<file path="src/pkg/snc_pkg.sv">
// constants, field layouts and carrier types of the switch node configuration registers
// Function
// (RL1) identity: boot pins, revision, version, read-only
// (RL2) description: links, local and total processors
// (RL3) config bit 31 blocks control register writes
// (RL4) config bit 8 blocks pll settings writes
// (RL5) config bit 0 selects one-byte headers
// (RL6) sixteen-bit writable node identifier, reset zero
// (RL7) every pll settings write resets tile
// (RL8) pll bit 31 skips chip reset
// (RL9) pll bit 30 skips waiting for relock
// (RL10) pll bit 29 bypasses the pll
// (RL11) pll bit 28 forces scan-port boot
// (RL12) pll output, feedback and input divider fields
// (RL13) switch clock divider sixteen bits, reset zero
// (RL14) reference clock divider sixteen bits, reset three
// (RL15) user code: programmed code and fixable id
// (RL16) route by most significant mismatching identifier bit
// (RL17) low direction register: dimensions zero to seven
// (RL18) high direction register: dimensions eight to fifteen
// (RL19) debug source bits name last debug processor
// (RL20) reached only by configuration read/write transactions
// (RL21) reserved bits zero; blocked writes change nothing
package snc_pkg;
    localparam logic [7:0] SNC_REG_IDENT = 8'h00;
    localparam logic [7:0] SNC_REG_DESCR = 8'h01;
    localparam logic [7:0] SNC_REG_CONFIG = 8'h04;
    localparam logic [7:0] SNC_REG_NODE_ID = 8'h05;
    localparam logic [7:0] SNC_REG_PLL = 8'h06;
    localparam logic [7:0] SNC_REG_SW_DIV = 8'h07;
    localparam logic [7:0] SNC_REG_REF_DIV = 8'h08;
    localparam logic [7:0] SNC_REG_SCAN_ID = 8'h09;
    localparam logic [7:0] SNC_REG_USER_CODE = 8'h0a;
    localparam logic [7:0] SNC_REG_DIR_LO = 8'h0c;
    localparam logic [7:0] SNC_REG_DIR_HI = 8'h0d;
    localparam logic [7:0] SNC_REG_RSV_A = 8'h10;
    localparam logic [7:0] SNC_REG_RSV_B = 8'h11;
    localparam logic [7:0] SNC_REG_DEBUG_SRC = 8'h1f;
    localparam int SNC_CFG_CTL_LOCK = 31;
    localparam int SNC_CFG_PLL_LOCK = 8;
    localparam int SNC_CFG_HDR_ONE = 0;
    localparam logic [31:0] SNC_CFG_MASK = 32'h8000_0101;
    localparam int SNC_PLL_NO_CHIP_RST = 31;
    localparam int SNC_PLL_NO_RELOCK = 30;
    localparam int SNC_PLL_BYPASS = 29;
    localparam int SNC_PLL_SCAN_BOOT = 28;
    localparam logic [31:0] SNC_PLL_MASK = 32'hf39f_ff7f;
    localparam logic [31:0] SNC_PLL_RESET = 32'h0000_0000;
    localparam logic [31:0] SNC_LOW16_MASK = 32'h0000_ffff;
    localparam logic [31:0] SNC_RSV_MASK = 32'h0000_0003;
    localparam logic [31:0] SNC_DBG_MASK = 32'h0000_0013;
    localparam logic [15:0] SNC_REF_DIV_RESET = 16'h0003;
    localparam int SNC_DIR_W = 4;
    localparam int SNC_DIMS = 16;

    typedef struct packed
    {
        logic valid;
        logic write;
        logic [7:0] regNum;
        logic [31:0] wdata;
    } snc_req_t;

    typedef struct packed
    {
        logic valid;
        logic ok;
        logic [31:0] rdata;
    } snc_rsp_t;

    typedef struct packed
    {
        logic tileReset;
        logic chipReset;
        logic waitRelock;
        logic bypass;
        logic scanBoot;
    } snc_pll_evt_t;
endpackage : snc_pkg

</file>
<file path="src/verilog/snc_config_regs.sv">
// switch node configuration register bank with routing lookup
`timescale 1ns/1ps
`default_nettype none
module snc_config_regs
    import snc_pkg::*;
#(
    parameter logic [7:0] SWITCH_VERSION = 8'h01, // arbitrary value
    parameter logic [7:0] SWITCH_REVISION = 8'h00, // arbitrary value
    parameter logic [7:0] LINK_COUNT = 8'h08,
    parameter logic [7:0] LOCAL_PROCS = 8'h01,
    parameter logic [7:0] DEVICE_PROCS = 8'h02,
    parameter logic [31:0] SCAN_DEVICE_ID = 32'h0000_0001, // arbitrary value
    parameter logic [17:0] FIXED_ID_CODE = 18'h00001 // arbitrary value
)
(
    // clock and reset
    input wire logic sys_clk,
    input wire logic reset_n,
    // configuration transactions
    input wire snc_req_t cfgReq,
    output snc_rsp_t cfgRsp,
    // straps and one-time-programmed values
    input wire logic [7:0] bootPins,
    input wire logic [13:0] otpUserCode,
    // debug event sources
    input wire logic dbgEvtProc0,
    input wire logic dbgEvtProc1,
    // routing query
    input wire logic [15:0] routeDestId,
    output logic routeLocal,
    output logic [SNC_DIR_W-1:0] routeDir,
    // control outputs
    output logic headerOneByte,
    output logic [15:0] nodeId,
    output logic [31:0] pllSettings,
    output logic [15:0] switchClkDiv,
    output logic [15:0] refClkDiv,
    output snc_pll_evt_t pllEvent
);
    ////////////////////////////////////////////////////////////////////////////
    // storage
    logic [31:0] cfg_q, cfg_d;
    logic [15:0] nodeId_q, nodeId_d;
    logic [31:0] pll_q, pll_d;
    logic [15:0] swDiv_q, swDiv_d;
    logic [15:0] refDiv_q, refDiv_d;
    logic [31:0] dirLo_q, dirLo_d;
    logic [31:0] dirHi_q, dirHi_d;
    logic [31:0] rsvA_q, rsvA_d;
    logic [31:0] rsvB_q, rsvB_d;
    logic [31:0] dbg_q, dbg_d;
    logic [7:0] boot_q;
    logic bootTaken_q;
    snc_rsp_t rsp_q, rsp_d;
    snc_pll_evt_t evt_q, evt_d;
    logic routeLocal_q;
    logic [SNC_DIR_W-1:0] routeDir_q;

    ////////////////////////////////////////////////////////////////////////////
    // decode
    wire isWrite = cfgReq.valid && cfgReq.write; // RL20
    wire ctlLocked = cfg_q[SNC_CFG_CTL_LOCK];
    wire pllLocked = cfg_q[SNC_CFG_PLL_LOCK];
    // lock bit itself sits in a control register, so once set it stays set until reset
    wire wrOk = isWrite && !ctlLocked; // RL3
    wire hitCfg = cfgReq.regNum == SNC_REG_CONFIG;
    wire hitNode = cfgReq.regNum == SNC_REG_NODE_ID;
    wire hitPll = cfgReq.regNum == SNC_REG_PLL;
    wire hitSw = cfgReq.regNum == SNC_REG_SW_DIV;
    wire hitRef = cfgReq.regNum == SNC_REG_REF_DIV;
    wire hitDirLo = cfgReq.regNum == SNC_REG_DIR_LO;
    wire hitDirHi = cfgReq.regNum == SNC_REG_DIR_HI;
    wire hitRsvA = cfgReq.regNum == SNC_REG_RSV_A;
    wire hitRsvB = cfgReq.regNum == SNC_REG_RSV_B;
    wire hitDbg = cfgReq.regNum == SNC_REG_DEBUG_SRC;
    wire pllWrite = wrOk && hitPll && !pllLocked; // RL4
    wire [31:0] wd = cfgReq.wdata;

    assign cfg_d = (wrOk && hitCfg) ? (wd & SNC_CFG_MASK) : cfg_q; // RL3 RL4 RL5 RL21
    assign nodeId_d = (wrOk && hitNode) ? wd[15:0] : nodeId_q; // RL6
    assign pll_d = pllWrite ? (wd & SNC_PLL_MASK) : pll_q; // RL12 RL21
    assign swDiv_d = (wrOk && hitSw) ? wd[15:0] : swDiv_q; // RL13
    assign refDiv_d = (wrOk && hitRef) ? wd[15:0] : refDiv_q; // RL14
    assign dirLo_d = (wrOk && hitDirLo) ? wd : dirLo_q; // RL17
    assign dirHi_d = (wrOk && hitDirHi) ? wd : dirHi_q; // RL18
    assign rsvA_d = (wrOk && hitRsvA) ? (wd & SNC_RSV_MASK) : rsvA_q;
    assign rsvB_d = (wrOk && hitRsvB) ? (wd & SNC_RSV_MASK) : rsvB_q;

    // a debug event in the same cycle as a software write wins over the write in bits 1:0
    wire [31:0] dbgWr = (wrOk && hitDbg) ? (wd & SNC_DBG_MASK) : dbg_q;
    wire anyEvt = dbgEvtProc0 || dbgEvtProc1;
    assign dbg_d = anyEvt ? {dbgWr[31:2], dbgEvtProc1, dbgEvtProc0} : dbgWr; // RL19

    // one-cycle pulses for the clock and reset controller
    assign evt_d.tileReset = pllWrite; // RL7
    assign evt_d.chipReset = pllWrite && !wd[SNC_PLL_NO_CHIP_RST]; // RL8
    assign evt_d.waitRelock = pllWrite && !wd[SNC_PLL_NO_RELOCK]; // RL9
    assign evt_d.bypass = pllWrite && wd[SNC_PLL_BYPASS]; // RL10
    assign evt_d.scanBoot = pllWrite && wd[SNC_PLL_SCAN_BOOT]; // RL11

    ////////////////////////////////////////////////////////////////////////////
    // read mux
    logic [31:0] rdMux;
    logic rdHit;
    always_comb
    begin
        rdHit = 1'b1;
        unique case (cfgReq.regNum)
            SNC_REG_IDENT: rdMux = {8'h00, boot_q, SWITCH_REVISION, SWITCH_VERSION}; // RL1
            SNC_REG_DESCR: rdMux = {8'h00, LINK_COUNT, LOCAL_PROCS, DEVICE_PROCS}; // RL2
            SNC_REG_CONFIG: rdMux = cfg_q;
            SNC_REG_NODE_ID: rdMux = {16'h0000, nodeId_q}; // RL21
            SNC_REG_PLL: rdMux = pll_q;
            SNC_REG_SW_DIV: rdMux = {16'h0000, swDiv_q};
            SNC_REG_REF_DIV: rdMux = {16'h0000, refDiv_q};
            SNC_REG_SCAN_ID: rdMux = SCAN_DEVICE_ID;
            SNC_REG_USER_CODE: rdMux = {otpUserCode, FIXED_ID_CODE}; // RL15
            SNC_REG_DIR_LO: rdMux = dirLo_q;
            SNC_REG_DIR_HI: rdMux = dirHi_q;
            SNC_REG_RSV_A: rdMux = rsvA_q;
            SNC_REG_RSV_B: rdMux = rsvB_q;
            SNC_REG_DEBUG_SRC: rdMux = dbg_q;
            default:
            begin
                rdMux = 32'h0000_0000;
                rdHit = 1'b0;
            end
        endcase
    end

    // writes to read-only or unmapped numbers answer not-ok; locked writes too
    wire wrMapped = hitCfg || hitNode || hitPll || hitSw || hitRef || hitDirLo || hitDirHi
        || hitRsvA || hitRsvB || hitDbg;
    wire wrAccepted = wrMapped && wrOk && !(hitPll && pllLocked);
    assign rsp_d.valid = cfgReq.valid;
    assign rsp_d.ok = cfgReq.valid && (cfgReq.write ? wrAccepted : rdHit);
    assign rsp_d.rdata = (cfgReq.valid && !cfgReq.write) ? rdMux : 32'h0000_0000;

    ////////////////////////////////////////////////////////////////////////////
    // routing lookup
    logic lookLocal;
    logic [SNC_DIR_W-1:0] lookDir;
    snc_route_dim #(
        .ID_W(SNC_DIMS)
    ) u_route (
        .ownId(nodeId_q),
        .destId(routeDestId),
        .dirTable({dirHi_q, dirLo_q}),
        .local_(lookLocal),
        .direction(lookDir)
    ); // RL16

    ////////////////////////////////////////////////////////////////////////////
    // registers
    always_ff @(posedge sys_clk or negedge reset_n)
    begin
        if (!reset_n)
        begin
            cfg_q <= 32'h0000_0000;
            nodeId_q <= 16'h0000;
            pll_q <= SNC_PLL_RESET;
            swDiv_q <= 16'h0000;
            refDiv_q <= SNC_REF_DIV_RESET;
            dirLo_q <= 32'h0000_0000;
            dirHi_q <= 32'h0000_0000;
            rsvA_q <= 32'h0000_0000;
            rsvB_q <= 32'h0000_0000;
            dbg_q <= 32'h0000_0000;
            rsp_q <= '0;
            evt_q <= '0;
            routeLocal_q <= 1'b0;
            routeDir_q <= 4'h0;
        end
        else
        begin
            cfg_q <= cfg_d;
            nodeId_q <= nodeId_d;
            pll_q <= pll_d;
            swDiv_q <= swDiv_d;
            refDiv_q <= refDiv_d;
            dirLo_q <= dirLo_d;
            dirHi_q <= dirHi_d;
            rsvA_q <= rsvA_d;
            rsvB_q <= rsvB_d;
            dbg_q <= dbg_d;
            rsp_q <= rsp_d;
            evt_q <= evt_d;
            routeLocal_q <= lookLocal;
            routeDir_q <= lookDir;
        end
    end

    // boot pins caught at the first edge after reset release
    always_ff @(posedge sys_clk or negedge reset_n)
    begin
        if (!reset_n)
        begin
            boot_q <= 8'h00;
            bootTaken_q <= 1'b0;
        end
        else if (!bootTaken_q)
        begin
            boot_q <= bootPins; // RL1
            bootTaken_q <= 1'b1;
        end
    end

    ////////////////////////////////////////////////////////////////////////////
    // outputs
    assign cfgRsp = rsp_q;
    assign headerOneByte = cfg_q[SNC_CFG_HDR_ONE]; // RL5
    assign nodeId = nodeId_q;
    assign pllSettings = pll_q;
    assign switchClkDiv = swDiv_q;
    assign refClkDiv = refDiv_q;
    assign pllEvent = evt_q;
    assign routeLocal = routeLocal_q;
    assign routeDir = routeDir_q;

    ////////////////////////////////////////////////////////////////////////////
    // checks
    ctl_lock_a: assert property (@(posedge sys_clk) disable iff (!reset_n) // RL3
        (isWrite && ctlLocked) |=> $stable(nodeId_q) && $stable(dirLo_q) && $stable(cfg_q))
        else $error("locked write changed a control register");
    pll_lock_a: assert property (@(posedge sys_clk) disable iff (!reset_n) // RL4
        (isWrite && hitPll && pllLocked) |=> $stable(pll_q) && !pllEvent.tileReset)
        else $error("pll settings changed while locked");
    hdr_mode_a: assert property (@(posedge sys_clk) disable iff (!reset_n) // RL5
        (wrOk && hitCfg) |=> headerOneByte == $past(wd[0]))
        else $error("header mode not taken from write");
    node_id_a: assert property (@(posedge sys_clk) disable iff (!reset_n) // RL6
        (wrOk && hitNode) |=> nodeId == $past(wd[15:0]))
        else $error("node identifier not updated");
    tile_rst_a: assert property (@(posedge sys_clk) disable iff (!reset_n) // RL7
        pllWrite |=> pllEvent.tileReset ##1 (!pllEvent.tileReset || $past(pllWrite)))
        else $error("tile reset pulse missing");
    chip_rst_a: assert property (@(posedge sys_clk) disable iff (!reset_n) // RL8
        (pllWrite && wd[31]) |=> !pllEvent.chipReset)
        else $error("chip reset not skipped");
    relock_a: assert property (@(posedge sys_clk) disable iff (!reset_n) // RL9
        (pllWrite && !wd[30]) |=> pllEvent.waitRelock)
        else $error("relock wait missing");
    bypass_a: assert property (@(posedge sys_clk) disable iff (!reset_n) // RL10
        pllEvent.bypass |-> pllSettings[29])
        else $error("bypass without settings bit");
    scan_boot_a: assert property (@(posedge sys_clk) disable iff (!reset_n) // RL11
        pllEvent.scanBoot |-> pllSettings[28])
        else $error("scan boot without settings bit");
    pll_rsvd_a: assert property (@(posedge sys_clk) disable iff (!reset_n) // RL12 RL21
        (pllSettings & ~SNC_PLL_MASK) == 32'h0000_0000)
        else $error("pll reserved bits set");
    ref_reset_a: assert property (@(posedge sys_clk) // RL14
        $rose(reset_n) |-> refClkDiv == SNC_REF_DIV_RESET)
        else $error("reference divider reset value wrong");
    dbg_src_a: assert property (@(posedge sys_clk) disable iff (!reset_n) // RL19
        (dbgEvtProc0 && !dbgEvtProc1) |=> dbg_q[1:0] == 2'b01)
        else $error("debug source not recorded");
    rd_answer_a: assert property (@(posedge sys_clk) disable iff (!reset_n) // RL15 RL20
        (cfgReq.valid && !cfgReq.write && cfgReq.regNum == SNC_REG_USER_CODE)
        |=> cfgRsp.valid && cfgRsp.rdata[17:0] == FIXED_ID_CODE)
        else $error("user code read wrong");

    // answer side
    rsp_pulse_a: assert property (@(posedge sys_clk) disable iff (!reset_n) // RL20
        cfgReq.valid |=> cfgRsp.valid)
        else $error("request not answered");

    rsp_idle_a: assert property (@(posedge sys_clk) disable iff (!reset_n) // RL20
        !cfgReq.valid |=> !cfgRsp.valid && !cfgRsp.ok)
        else $error("answer without request");

    wr_rdata_a: assert property (@(posedge sys_clk) disable iff (!reset_n) // RL20
        (cfgReq.valid && cfgReq.write) |=> cfgRsp.rdata == 32'h0000_0000)
        else $error("write answer carries data");

    ident_read_a: assert property (@(posedge sys_clk) disable iff (!reset_n) // RL1 RL21
        (cfgReq.valid && !cfgReq.write && cfgReq.regNum == SNC_REG_IDENT)
        |=> cfgRsp.rdata == {8'h00, $past(boot_q), SWITCH_REVISION, SWITCH_VERSION})
        else $error("identity read wrong");

    descr_read_a: assert property (@(posedge sys_clk) disable iff (!reset_n) // RL2 RL21
        (cfgReq.valid && !cfgReq.write && cfgReq.regNum == SNC_REG_DESCR)
        |=> cfgRsp.rdata == {8'h00, LINK_COUNT, LOCAL_PROCS, DEVICE_PROCS})
        else $error("description read wrong");

    boot_hold_a: assert property (@(posedge sys_clk) disable iff (!reset_n) // RL1
        bootTaken_q |=> $stable(boot_q))
        else $error("captured boot pins moved");

    unmapped_rd_a: assert property (@(posedge sys_clk) disable iff (!reset_n) // RL21
        (cfgReq.valid && !cfgReq.write && !rdHit) |=> !cfgRsp.ok && cfgRsp.rdata == 32'h0000_0000)
        else $error("unmapped read not refused");

    upper_zero_a: assert property (@(posedge sys_clk) disable iff (!reset_n) // RL6 RL13 RL14 RL21
        (cfgReq.valid && !cfgReq.write && (hitNode || hitSw || hitRef)) |=> cfgRsp.rdata[31:16] == 16'h0000)
        else $error("reserved upper bits read set");

    // register contents
    cfg_rsvd_a: assert property (@(posedge sys_clk) disable iff (!reset_n) // RL21
        (cfg_q & ~SNC_CFG_MASK) == 32'h0000_0000)
        else $error("config reserved bits set");

    dbg_rsvd_a: assert property (@(posedge sys_clk) disable iff (!reset_n) // RL19 RL21
        (dbg_q & ~SNC_DBG_MASK) == 32'h0000_0000)
        else $error("debug reserved bits set");

    sw_div_a: assert property (@(posedge sys_clk) disable iff (!reset_n) // RL13
        (wrOk && hitSw) |=> switchClkDiv == $past(wd[15:0]))
        else $error("switch clock divider not updated");

    ref_div_a: assert property (@(posedge sys_clk) disable iff (!reset_n) // RL14
        (wrOk && hitRef) |=> refClkDiv == $past(wd[15:0]))
        else $error("reference divider not updated");

    dir_low_a: assert property (@(posedge sys_clk) disable iff (!reset_n) // RL17
        (wrOk && hitDirLo) |=> dirLo_q == $past(wd))
        else $error("low direction table not updated");

    dir_high_a: assert property (@(posedge sys_clk) disable iff (!reset_n) // RL18
        (wrOk && hitDirHi) |=> dirHi_q == $past(wd))
        else $error("high direction table not updated");

    pll_write_a: assert property (@(posedge sys_clk) disable iff (!reset_n) // RL12
        pllWrite |=> pllSettings == ($past(wd) & SNC_PLL_MASK))
        else $error("pll settings not taken from write");

    evt_idle_a: assert property (@(posedge sys_clk) disable iff (!reset_n) // RL7
        !pllWrite |=> pllEvent == '0)
        else $error("pll event without write");

    dbg_src1_a: assert property (@(posedge sys_clk) disable iff (!reset_n) // RL19
        (dbgEvtProc1 && !dbgEvtProc0) |=> dbg_q[1:0] == 2'b10)
        else $error("second debug source not recorded");

    // routing lookup, one cycle behind its inputs
    route_local_a: assert property (@(posedge sys_clk) disable iff (!reset_n) // RL16
        (routeDestId == nodeId_q) |=> routeLocal && routeDir == $past(dirLo_q[3:0]))
        else $error("local destination misrouted");

    route_top_a: assert property (@(posedge sys_clk) disable iff (!reset_n) // RL16 RL18
        (routeDestId[15] != nodeId_q[15]) |=> !routeLocal && routeDir == $past(dirHi_q[31:28]))
        else $error("top dimension misrouted");

    route_mid_a: assert property (@(posedge sys_clk) disable iff (!reset_n) // RL16 RL17
        (routeDestId[15:7] == (nodeId_q[15:7] ^ 9'h001)) |=> routeDir == $past(dirLo_q[31:28]))
        else $error("dimension seven misrouted");
endmodule : snc_config_regs
`default_nettype wire

</file>
<file path="src/verilog/snc_route_dim.sv">
// most significant mismatching identifier bit and its direction
`timescale 1ns/1ps
`default_nettype none
module snc_route_dim
    import snc_pkg::*;
#(
    parameter int ID_W = 16
)
(
    // identifiers
    input wire logic [ID_W-1:0] ownId,
    input wire logic [ID_W-1:0] destId,
    // direction table
    input wire logic [ID_W*SNC_DIR_W-1:0] dirTable,
    // result
    output logic local_,
    output logic [SNC_DIR_W-1:0] direction
);
    logic [ID_W-1:0] diff;
    logic [3:0] dim;

    assign diff = ownId ^ destId;
    assign local_ = (diff == '0);

    always_comb
    begin
        dim = 4'h0;
        for (int i = 0; i < ID_W; i++)
        begin
            if (diff[i])
            begin
                dim = 4'(i); // RL16
            end
        end
    end

    assign direction = dirTable[dim*SNC_DIR_W +: SNC_DIR_W]; // RL16
endmodule : snc_route_dim
`default_nettype wire

</file>
<file path="config.mk">
export PLATFORM = sky130hd
export DESIGN_NAME = snc_config_regs
export DESIGN_NICKNAME = d
export VERILOG_FILES = /design/src/pkg/snc_pkg.sv /design/src/verilog/snc_config_regs.sv /design/src/verilog/snc_route_dim.sv
export SDC_FILE = /design/constraint.sdc
export NUM_CORES = 1
export LEC_CHECK = 0
export ABC_AREA = 1
export BUFFER_PORTS_ARGS = -buffer_cell sky130_fd_sc_hd__buf_2
export CORE_AREA = 2 2 137 139
export CTS_BUF_LIST = sky130_fd_sc_hd__clkbuf_4 sky130_fd_sc_hd__clkbuf_8
export CTS_CLUSTER_SIZE = 40
export DETAILED_ROUTE_END_ITERATION = 7
export DIE_AREA = 0 0 139 141
export MAX_ROUTING_LAYER = met4
export PLACE_DENSITY = 0.79
export SLEW_MARGIN = 20
export SYNTH_ARGS = -nofsm -noshare
export SYNTH_HDL_FRONTEND = slang
export SYNTH_HIERARCHICAL = 1
export SYNTH_SLANG_ARGS = --single-unit
</file>
<file path="constraint.sdc">
create_clock -name sys_clk -period 2.2 [get_ports sys_clk]
set_input_delay 0.11 -clock sys_clk [delete_from_list [all_inputs] [get_ports sys_clk]]
set_output_delay 0.11 -clock sys_clk [all_outputs]
set_load 0.01 [all_outputs]
</file>
=== After elaboration in Yosys (flattened, before gate mapping) ===
Index checks and enable logic that the tools add are counted.

* Output and inout port bits: 125
* Register bits: 231
* Word-level logic and storage cells: 101
* Input bits: 84

* Reduce and logical (&&, ||, !) cells: 42
* Bitwise operators: 1
* Shift-type cells: 1
* Multiplexer cells: 21
* Equal/unequal tests: 13

{| class="wikitable"
|+ Operators by type and width
! kind !! count
|-
| $pmux 32 s14 || 1
|-
| $mux 32 || 2
|-
| $shiftx 64x7->4 || 1
|-
| $eq 8x4->1 const B || 5
|-
| $eq 8x3->1 const B || 4
|-
| $mux 4 || 8
|-
| $eq 8x5->1 const B || 3
|-
| $logic_and 1x1->1 || 22
|-
| $logic_not 16->1 || 1
|-
| $xor 16x16->16 || 1
|-
| $reduce_or 14->1 || 1
|-
| $mux 3 || 4
|-
| $logic_or 1x1->1 || 10
|-
| $eq 8x1->1 const B || 1
|-
| $logic_not 8->1 || 1
|-
| $logic_not 1->1 || 6
|-
| $mux 2 || 3
|-
| $mux 1 || 3
|-
| $reduce_bool 2->1 || 1
|}

=== Logic depth before layout (Yosys ltp) ===
* Word-level depth: 17
* Gate-level depth with buffers: 24
* Gate-level depth less buffers: 23

=== Cells and area by module ===
The synthesis kept the hierarchy.

{| class="wikitable"
|+ Modules (own cells, without submodules)
! module !! instances !! area an instance (µm²) !! sequential area each (µm²) !! cells each
|-
| snc_config_regs || 1 || 8,619.5 || 5,057.4 || 1,003
|-
| snc_route_dim || 1 || 1,174.9 || 0.0 || 248
|}

=== Worst setup path after synthesis ===
No wires, ideal clock.

* Path type: reg2reg
* Start: register nodeId_q[6], in the netlist nodeId[6]
* End: register routeDir_q[2], in the netlist routeDir[2]
* Required time: 2.083 ns
* Cell stages (with the launch flop): 13
* Library setup time: 0.117 ns
* Arrival: 1.770 ns
* Setup slack: 0.312 ns
* Path buffers: 1
* Cell sequence: dfrtp_1 > xor2_1 > inv_1 > nand2_1 > a31oi_1 > o21bai_1 > a21oi_2 > inv_2 > clkbuf_1 > nand3_1 > nand3_1 > nand3_1 > nand2_1

* Longest elaborated chain between the ends: 12

{| class="wikitable"
|+ Ends and longest elaborated chain
! item !! RTL line !! text
|-
| from (decl) || snc_config_regs.sv:43 || <nowiki>logic [15:0] nodeId_q, nodeId_d;</nowiki>
|-
| from (signal assigned) || snc_config_regs.sv:177 || <nowiki>nodeId_q <= nodeId_d;</nowiki>
|-
| $xor 16x16->16 || snc_route_dim.sv:22 || <nowiki>assign diff = ownId ^ destId;</nowiki>
|-
| $mux 3 (2 in a row) || snc_route_dim.sv:30 || <nowiki>if (diff[i])</nowiki>
|-
| $mux 4 (8 in a row) || snc_route_dim.sv:30 ||
|-
| $shiftx 64x7->4 || snc_route_dim.sv:37 || <nowiki>assign direction = dirTable[dim*SNC_DIR_W +: SNC_DIR_W];</nowiki>
|-
| named net lookDir[2] || snc_config_regs.sv:142 || <nowiki>logic [SNC_DIR_W-1:0] lookDir;</nowiki>
|-
| to (signal assigned) || snc_config_regs.sv:189 || <nowiki>routeDir_q <= lookDir;</nowiki>
|-
| to (decl) || snc_config_regs.sv:57 || <nowiki>logic [SNC_DIR_W-1:0] routeDir_q;</nowiki>
|}

The timed path passes the listed nets, and every way through them passes these cells.
A chain may end at the register's enable or synchronous reset.

=== Worst setup path in the final report ===
* Start: register nodeId_q[3], in the netlist nodeId[3]
* End: register routeDir_q[0], in the netlist routeDir[0]

* Longest elaborated chain between the ends: 15

{| class="wikitable"
|+ Ends and longest elaborated chain
! item !! RTL line
|-
| $xor 16x16->16 || snc_route_dim.sv:22
|-
| $mux 2 || snc_route_dim.sv:30
|-
| $mux 3 (4 in a row) || snc_route_dim.sv:30
|-
| $mux 4 (8 in a row) || snc_route_dim.sv:30
|-
| $shiftx 64x7->4 || snc_route_dim.sv:37
|-
| named net lookDir[0] || snc_config_regs.sv:142
|}

The timed path passes the listed nets, and every way through them passes these cells.

==> impl_metrics.json <==
{
  "status": "completed",
  "end_kind": "register",
  "layout_min_cycle_time_ns": 2.17,
  "cp-start-kind": "register",
  "numCtsBuffers": 35,
  "root_buffer": "clkbuf_8",
  "drc": 0,
  "synth_cells": 1251,
  "io_pins": 209,
  "synth-seq-area-share": 0.516,
  "viasPerCell": 5.29,
  "finalWirelength_um": 29100,
  "grt_overflow": 0,
  "initial_core_util": 0.536,
  "grt_max_degree": 73,
  "synthesis.area_um2": 9790,
  "synth_compound_area_frac": 0.0835,
  "p_seq_frac": 0.480,
  "die-width_um": 139,
  "core_um2": 18300,
  "power.share.combinational": 0.074,
  "die_y_um": 141,
  "synth.distinct_cells": 34,
  "vdd.ir_drop.worst_mv": 0.536,
  "relSlewSlack": 0.572,
  "critPathMaxFanout": 8,
  "synth_xor_area_frac": 0.0144,
  "antennaDiodeCount": 0,
  "routabilityCongestion": 0.920,
  "portBuffers": 203,
  "post-synth-top-area-fraction": 0.511,
  "synth_mux_area_frac": 0.00920,
  "ff2ff_setup_slack_ns": 0.03,
  "required_ns": 2.66,
  "synth_fa_ha_area_frac": 0,
  "htree_levels": 2,
  "worst_pin_slew_ns": 0.642,
  "synth_most_common_cell": "nand2_1",
  "grt_pass1_vias": 9002,
  "dp_cells": 1656,
  "drtIter0Drc": 958,
  "synthTopCellsByCount": "nand2_1 (433), dfrtp_1 (200), nand3_1 (135), o21ai_0 (118), inv_1 (108)",
  "hp-class": "in -> reg",
  "drv_slew": 0,
  "synthSimpleGateAreaFrac": 0.292,
  "reg2reg_from": "nodeId[3]$_DFFE_PN0P_",
  "synth.area.top_cells": "dfrtp_1 (51%), nand2_1 (17%), nand3_1 (6.9%), o21ai_0 (6.0%), inv_1 (4.1%)",
  "syn_area_per_cell_um2": 7.83,
  "hold_path.startpoint": "cfgReq[4]",
  "hold_end": "dirHi_q[4]$_DFFE_PN0P_",
  "rows": 50,
  "drive_above_1_share": 0.226,
  "stdcell_count": 1784,
  "detail-route-antenna-nets": 0,
  "cts_tree": "yes",
  "synth-seq-cells": 202,
  "synth_edf_count": 0,
  "maxCapViolCount": 0,
  "rsz0062_at_grt": "true",
  "hold_viol": 0,
  "grt_pass1_wl_um": 45900,
  "post-route-period-util": 0.986,
  "synth_top_family_by_area": "simple AND/OR/NAND/NOR gates",
  "whs_path_depth": 3,
  "critPathKind": "reg -> reg",
  "cts_buffer_depth": 3,
  "max_freq_ghz": 0.461,
  "cts.sinks": 202,
  "p_per_area_nw_per_um2": 625,
  "dieArea_um2": 19600,
  "tns_ns": 0,
  "final_cell_area_um2": 12500,
  "leakage_uw": 0.00664,
  "skew_ns": 0.0268,
  "synth_top_cell_by_area": "dfrtp_1",
  "routed-via-count": 9445,
  "power.share.clock": 0.446,
  "synth_warnings": 6,
  "placement.cell_area_um2": 11000,
  "r2r_end": "routeDir[0]$_DFF_PN0_",
  "p_int_uw": 5960,
  "p_switching_uw": 1870,
  "p_sw_frac": 0.239,
  "grt_use_total": 0.301,
  "hpwl_um": 19300,
  "worst_skew_pair.late_latency_ns": 0.53,
  "antenna_found_initial": 0,
  "first_pass_iters": 8,
  "arrival_ns": 2.63,
  "wl_per_cell_um": 16.3,
  "synthFlopType": "dfrtp_1",
  "async_flop_share": 1.00,
  "setup_viol_count_final": 0,
  "final.fill_count": 1506,
  "nNetsFinal": 1613,
  "area_delta_synth_final_pct": 27.9,
  "reg2reg_depth": 20,
  "clk_pin_slew_ns": 0.06
}
-- per-stage QoR --
stage               utilization  total power, uW  hold slack (ns)  setup WS, ns
floorplan                     -             4040           -0.186         0.312
global placement          0.604             4270           0.0985         0.145
detailed placement        0.604             4270            0.100        0.0902
CTS                       0.677             7820          0.00811        0.0575
global route              0.686             8110           0.0399        -0.163
finish                    0.686             7830           0.0283        0.0315
-- worst max-delay path by stage --
stage | start | end | slack, ns | depth (start not counted)
after global placement | nodeId[3]$_DFFE_PN0P_ | routeDir[3]$_DFF_PN0_ | 0.14 | 20
after global routing | nodeId[3]$_DFFE_PN0P_ | routeDir[3]$_DFF_PN0_ | -0.16 | 20
after CTS | nodeId[3]$_DFFE_PN0P_ | routeDir[1]$_DFF_PN0_ | 0.06 | 20
final | nodeId[3]$_DFFE_PN0P_ | routeDir[0]$_DFF_PN0_ | 0.03 | 20
after floorplan | nodeId[6]$_DFFE_PN0P_ | routeDir[2]$_DFF_PN0_ | 0.31 | 12
after detailed placement | nodeId[3]$_DFFE_PN0P_ | routeDir[1]$_DFF_PN0_ | 0.09 | 20
-- power groups by stage --
stage	combinational, uW	sequential [uW]	clock, uW
floorplan	217	3820	0
global placement	443	3820	0
detailed placement	448	3820	0
CTS	535	3760	3530
global route	636	3760	3710
finish	579	3760	3490
-- flip-flops by register name, indices dropped and copies added, names as in the netlist --
register      flops
cfgRsp           34
switchClkDiv     16
rsvB_q            2
refClkDiv        16
routeDir          4
nodeId           16
cfg_q             3
dirLo_q          32
pllEvent          5
pllSettings      27
dirHi_q          32
rsvA_q            2
routeLocal        1
dbg_q             3
bootTaken_q       1
boot_q            8
-- area by class of cell --
cell class / instances / area [um2] / share of cell area
sequential: 202 / 5060 / 0.404
multi-input combinational: 878 / 4020 / 0.321
timing repair buffer: 296 / 2020 / 0.161
clock buffer: 48 / 592 / 0.0473
inverter: 116 / 440 / 0.0352
tap: 234 / 293 / 0.0234
clock inverter: 10 / 108 / 0.00859
-- critical path, stage by stage, from the launching register on --
cell	delay, ns
dfrtp_1	0.42
xnor2_2	0.17
nand2_1	0.09
nand2_1	0.06
nand2_1	0.04
nand2_1	0.06
nand2_1	0.05
nand2_1	0.07
nand2_1	0.05
nand2_1	0.06
nand2_1	0.04
nand2_1	0.09
nand2_2	0.09
nand2_8	0.17
clkbuf_16	0.18
nand3_1	0.09
nand2_1	0.09
nand2_1	0.05
nand3_1	0.09
nand3_1	0.07
nand2_1	0.06
-- timing repair --
| item | CTS | global route |
|---|---|---|
| hold buffers | 63 | 0 |
| setup endpoints to repair | 0 | 4 |
| hold endpoints to repair | 256 | 0 |
| setup buffers | 0 | 3 |
| gates resized for setup | 0 | 12 |
-- cell usage in the layout (no fill, tap or decap), drive strengths merged --
master / instances
dfrtp: 200
conb: 6
nand4: 2
mux2: 8
xor2: 6
bufinv: 2
inv: 115
clkbuf: 51
a31oi: 1
dfstp: 2
xnor2: 8
o21ai: 151
clkinv: 6
a21oi: 6
o21bai: 1
nor3: 3
dlygate4sd3: 63
clkinvlp: 3
nand2: 448
nor2: 99
nor4: 1
and2: 1
o211ai: 1
o21a: 1
buf: 230
nand3: 135
-- routing by layer --
layer / part of all wire / GRT usage / vias up
li1: - / - / 4504
met1: 0.42 / 0.399 / 4463
met2: 0.47 / 0.479 / 428
met3: 0.087 / 0.0611 / 50
met4: 0.023 / 0.0797 / 0
met5: 0 / - / -
-- logic make-up (layout without fill, tap and decap cells) --
| family | after synthesis | in the layout |
|---|---|---|
| flops | 202 | 202 |
| buf+inv | 176 | 470 |
| compound gates | 161 | 161 |
| simple gates | 688 | 689 |
| mux | 8 | 8 |
| other cells | 2 | 6 |
| xor+xnor | 14 | 14 |
Power figures use the tool's default switching activity.
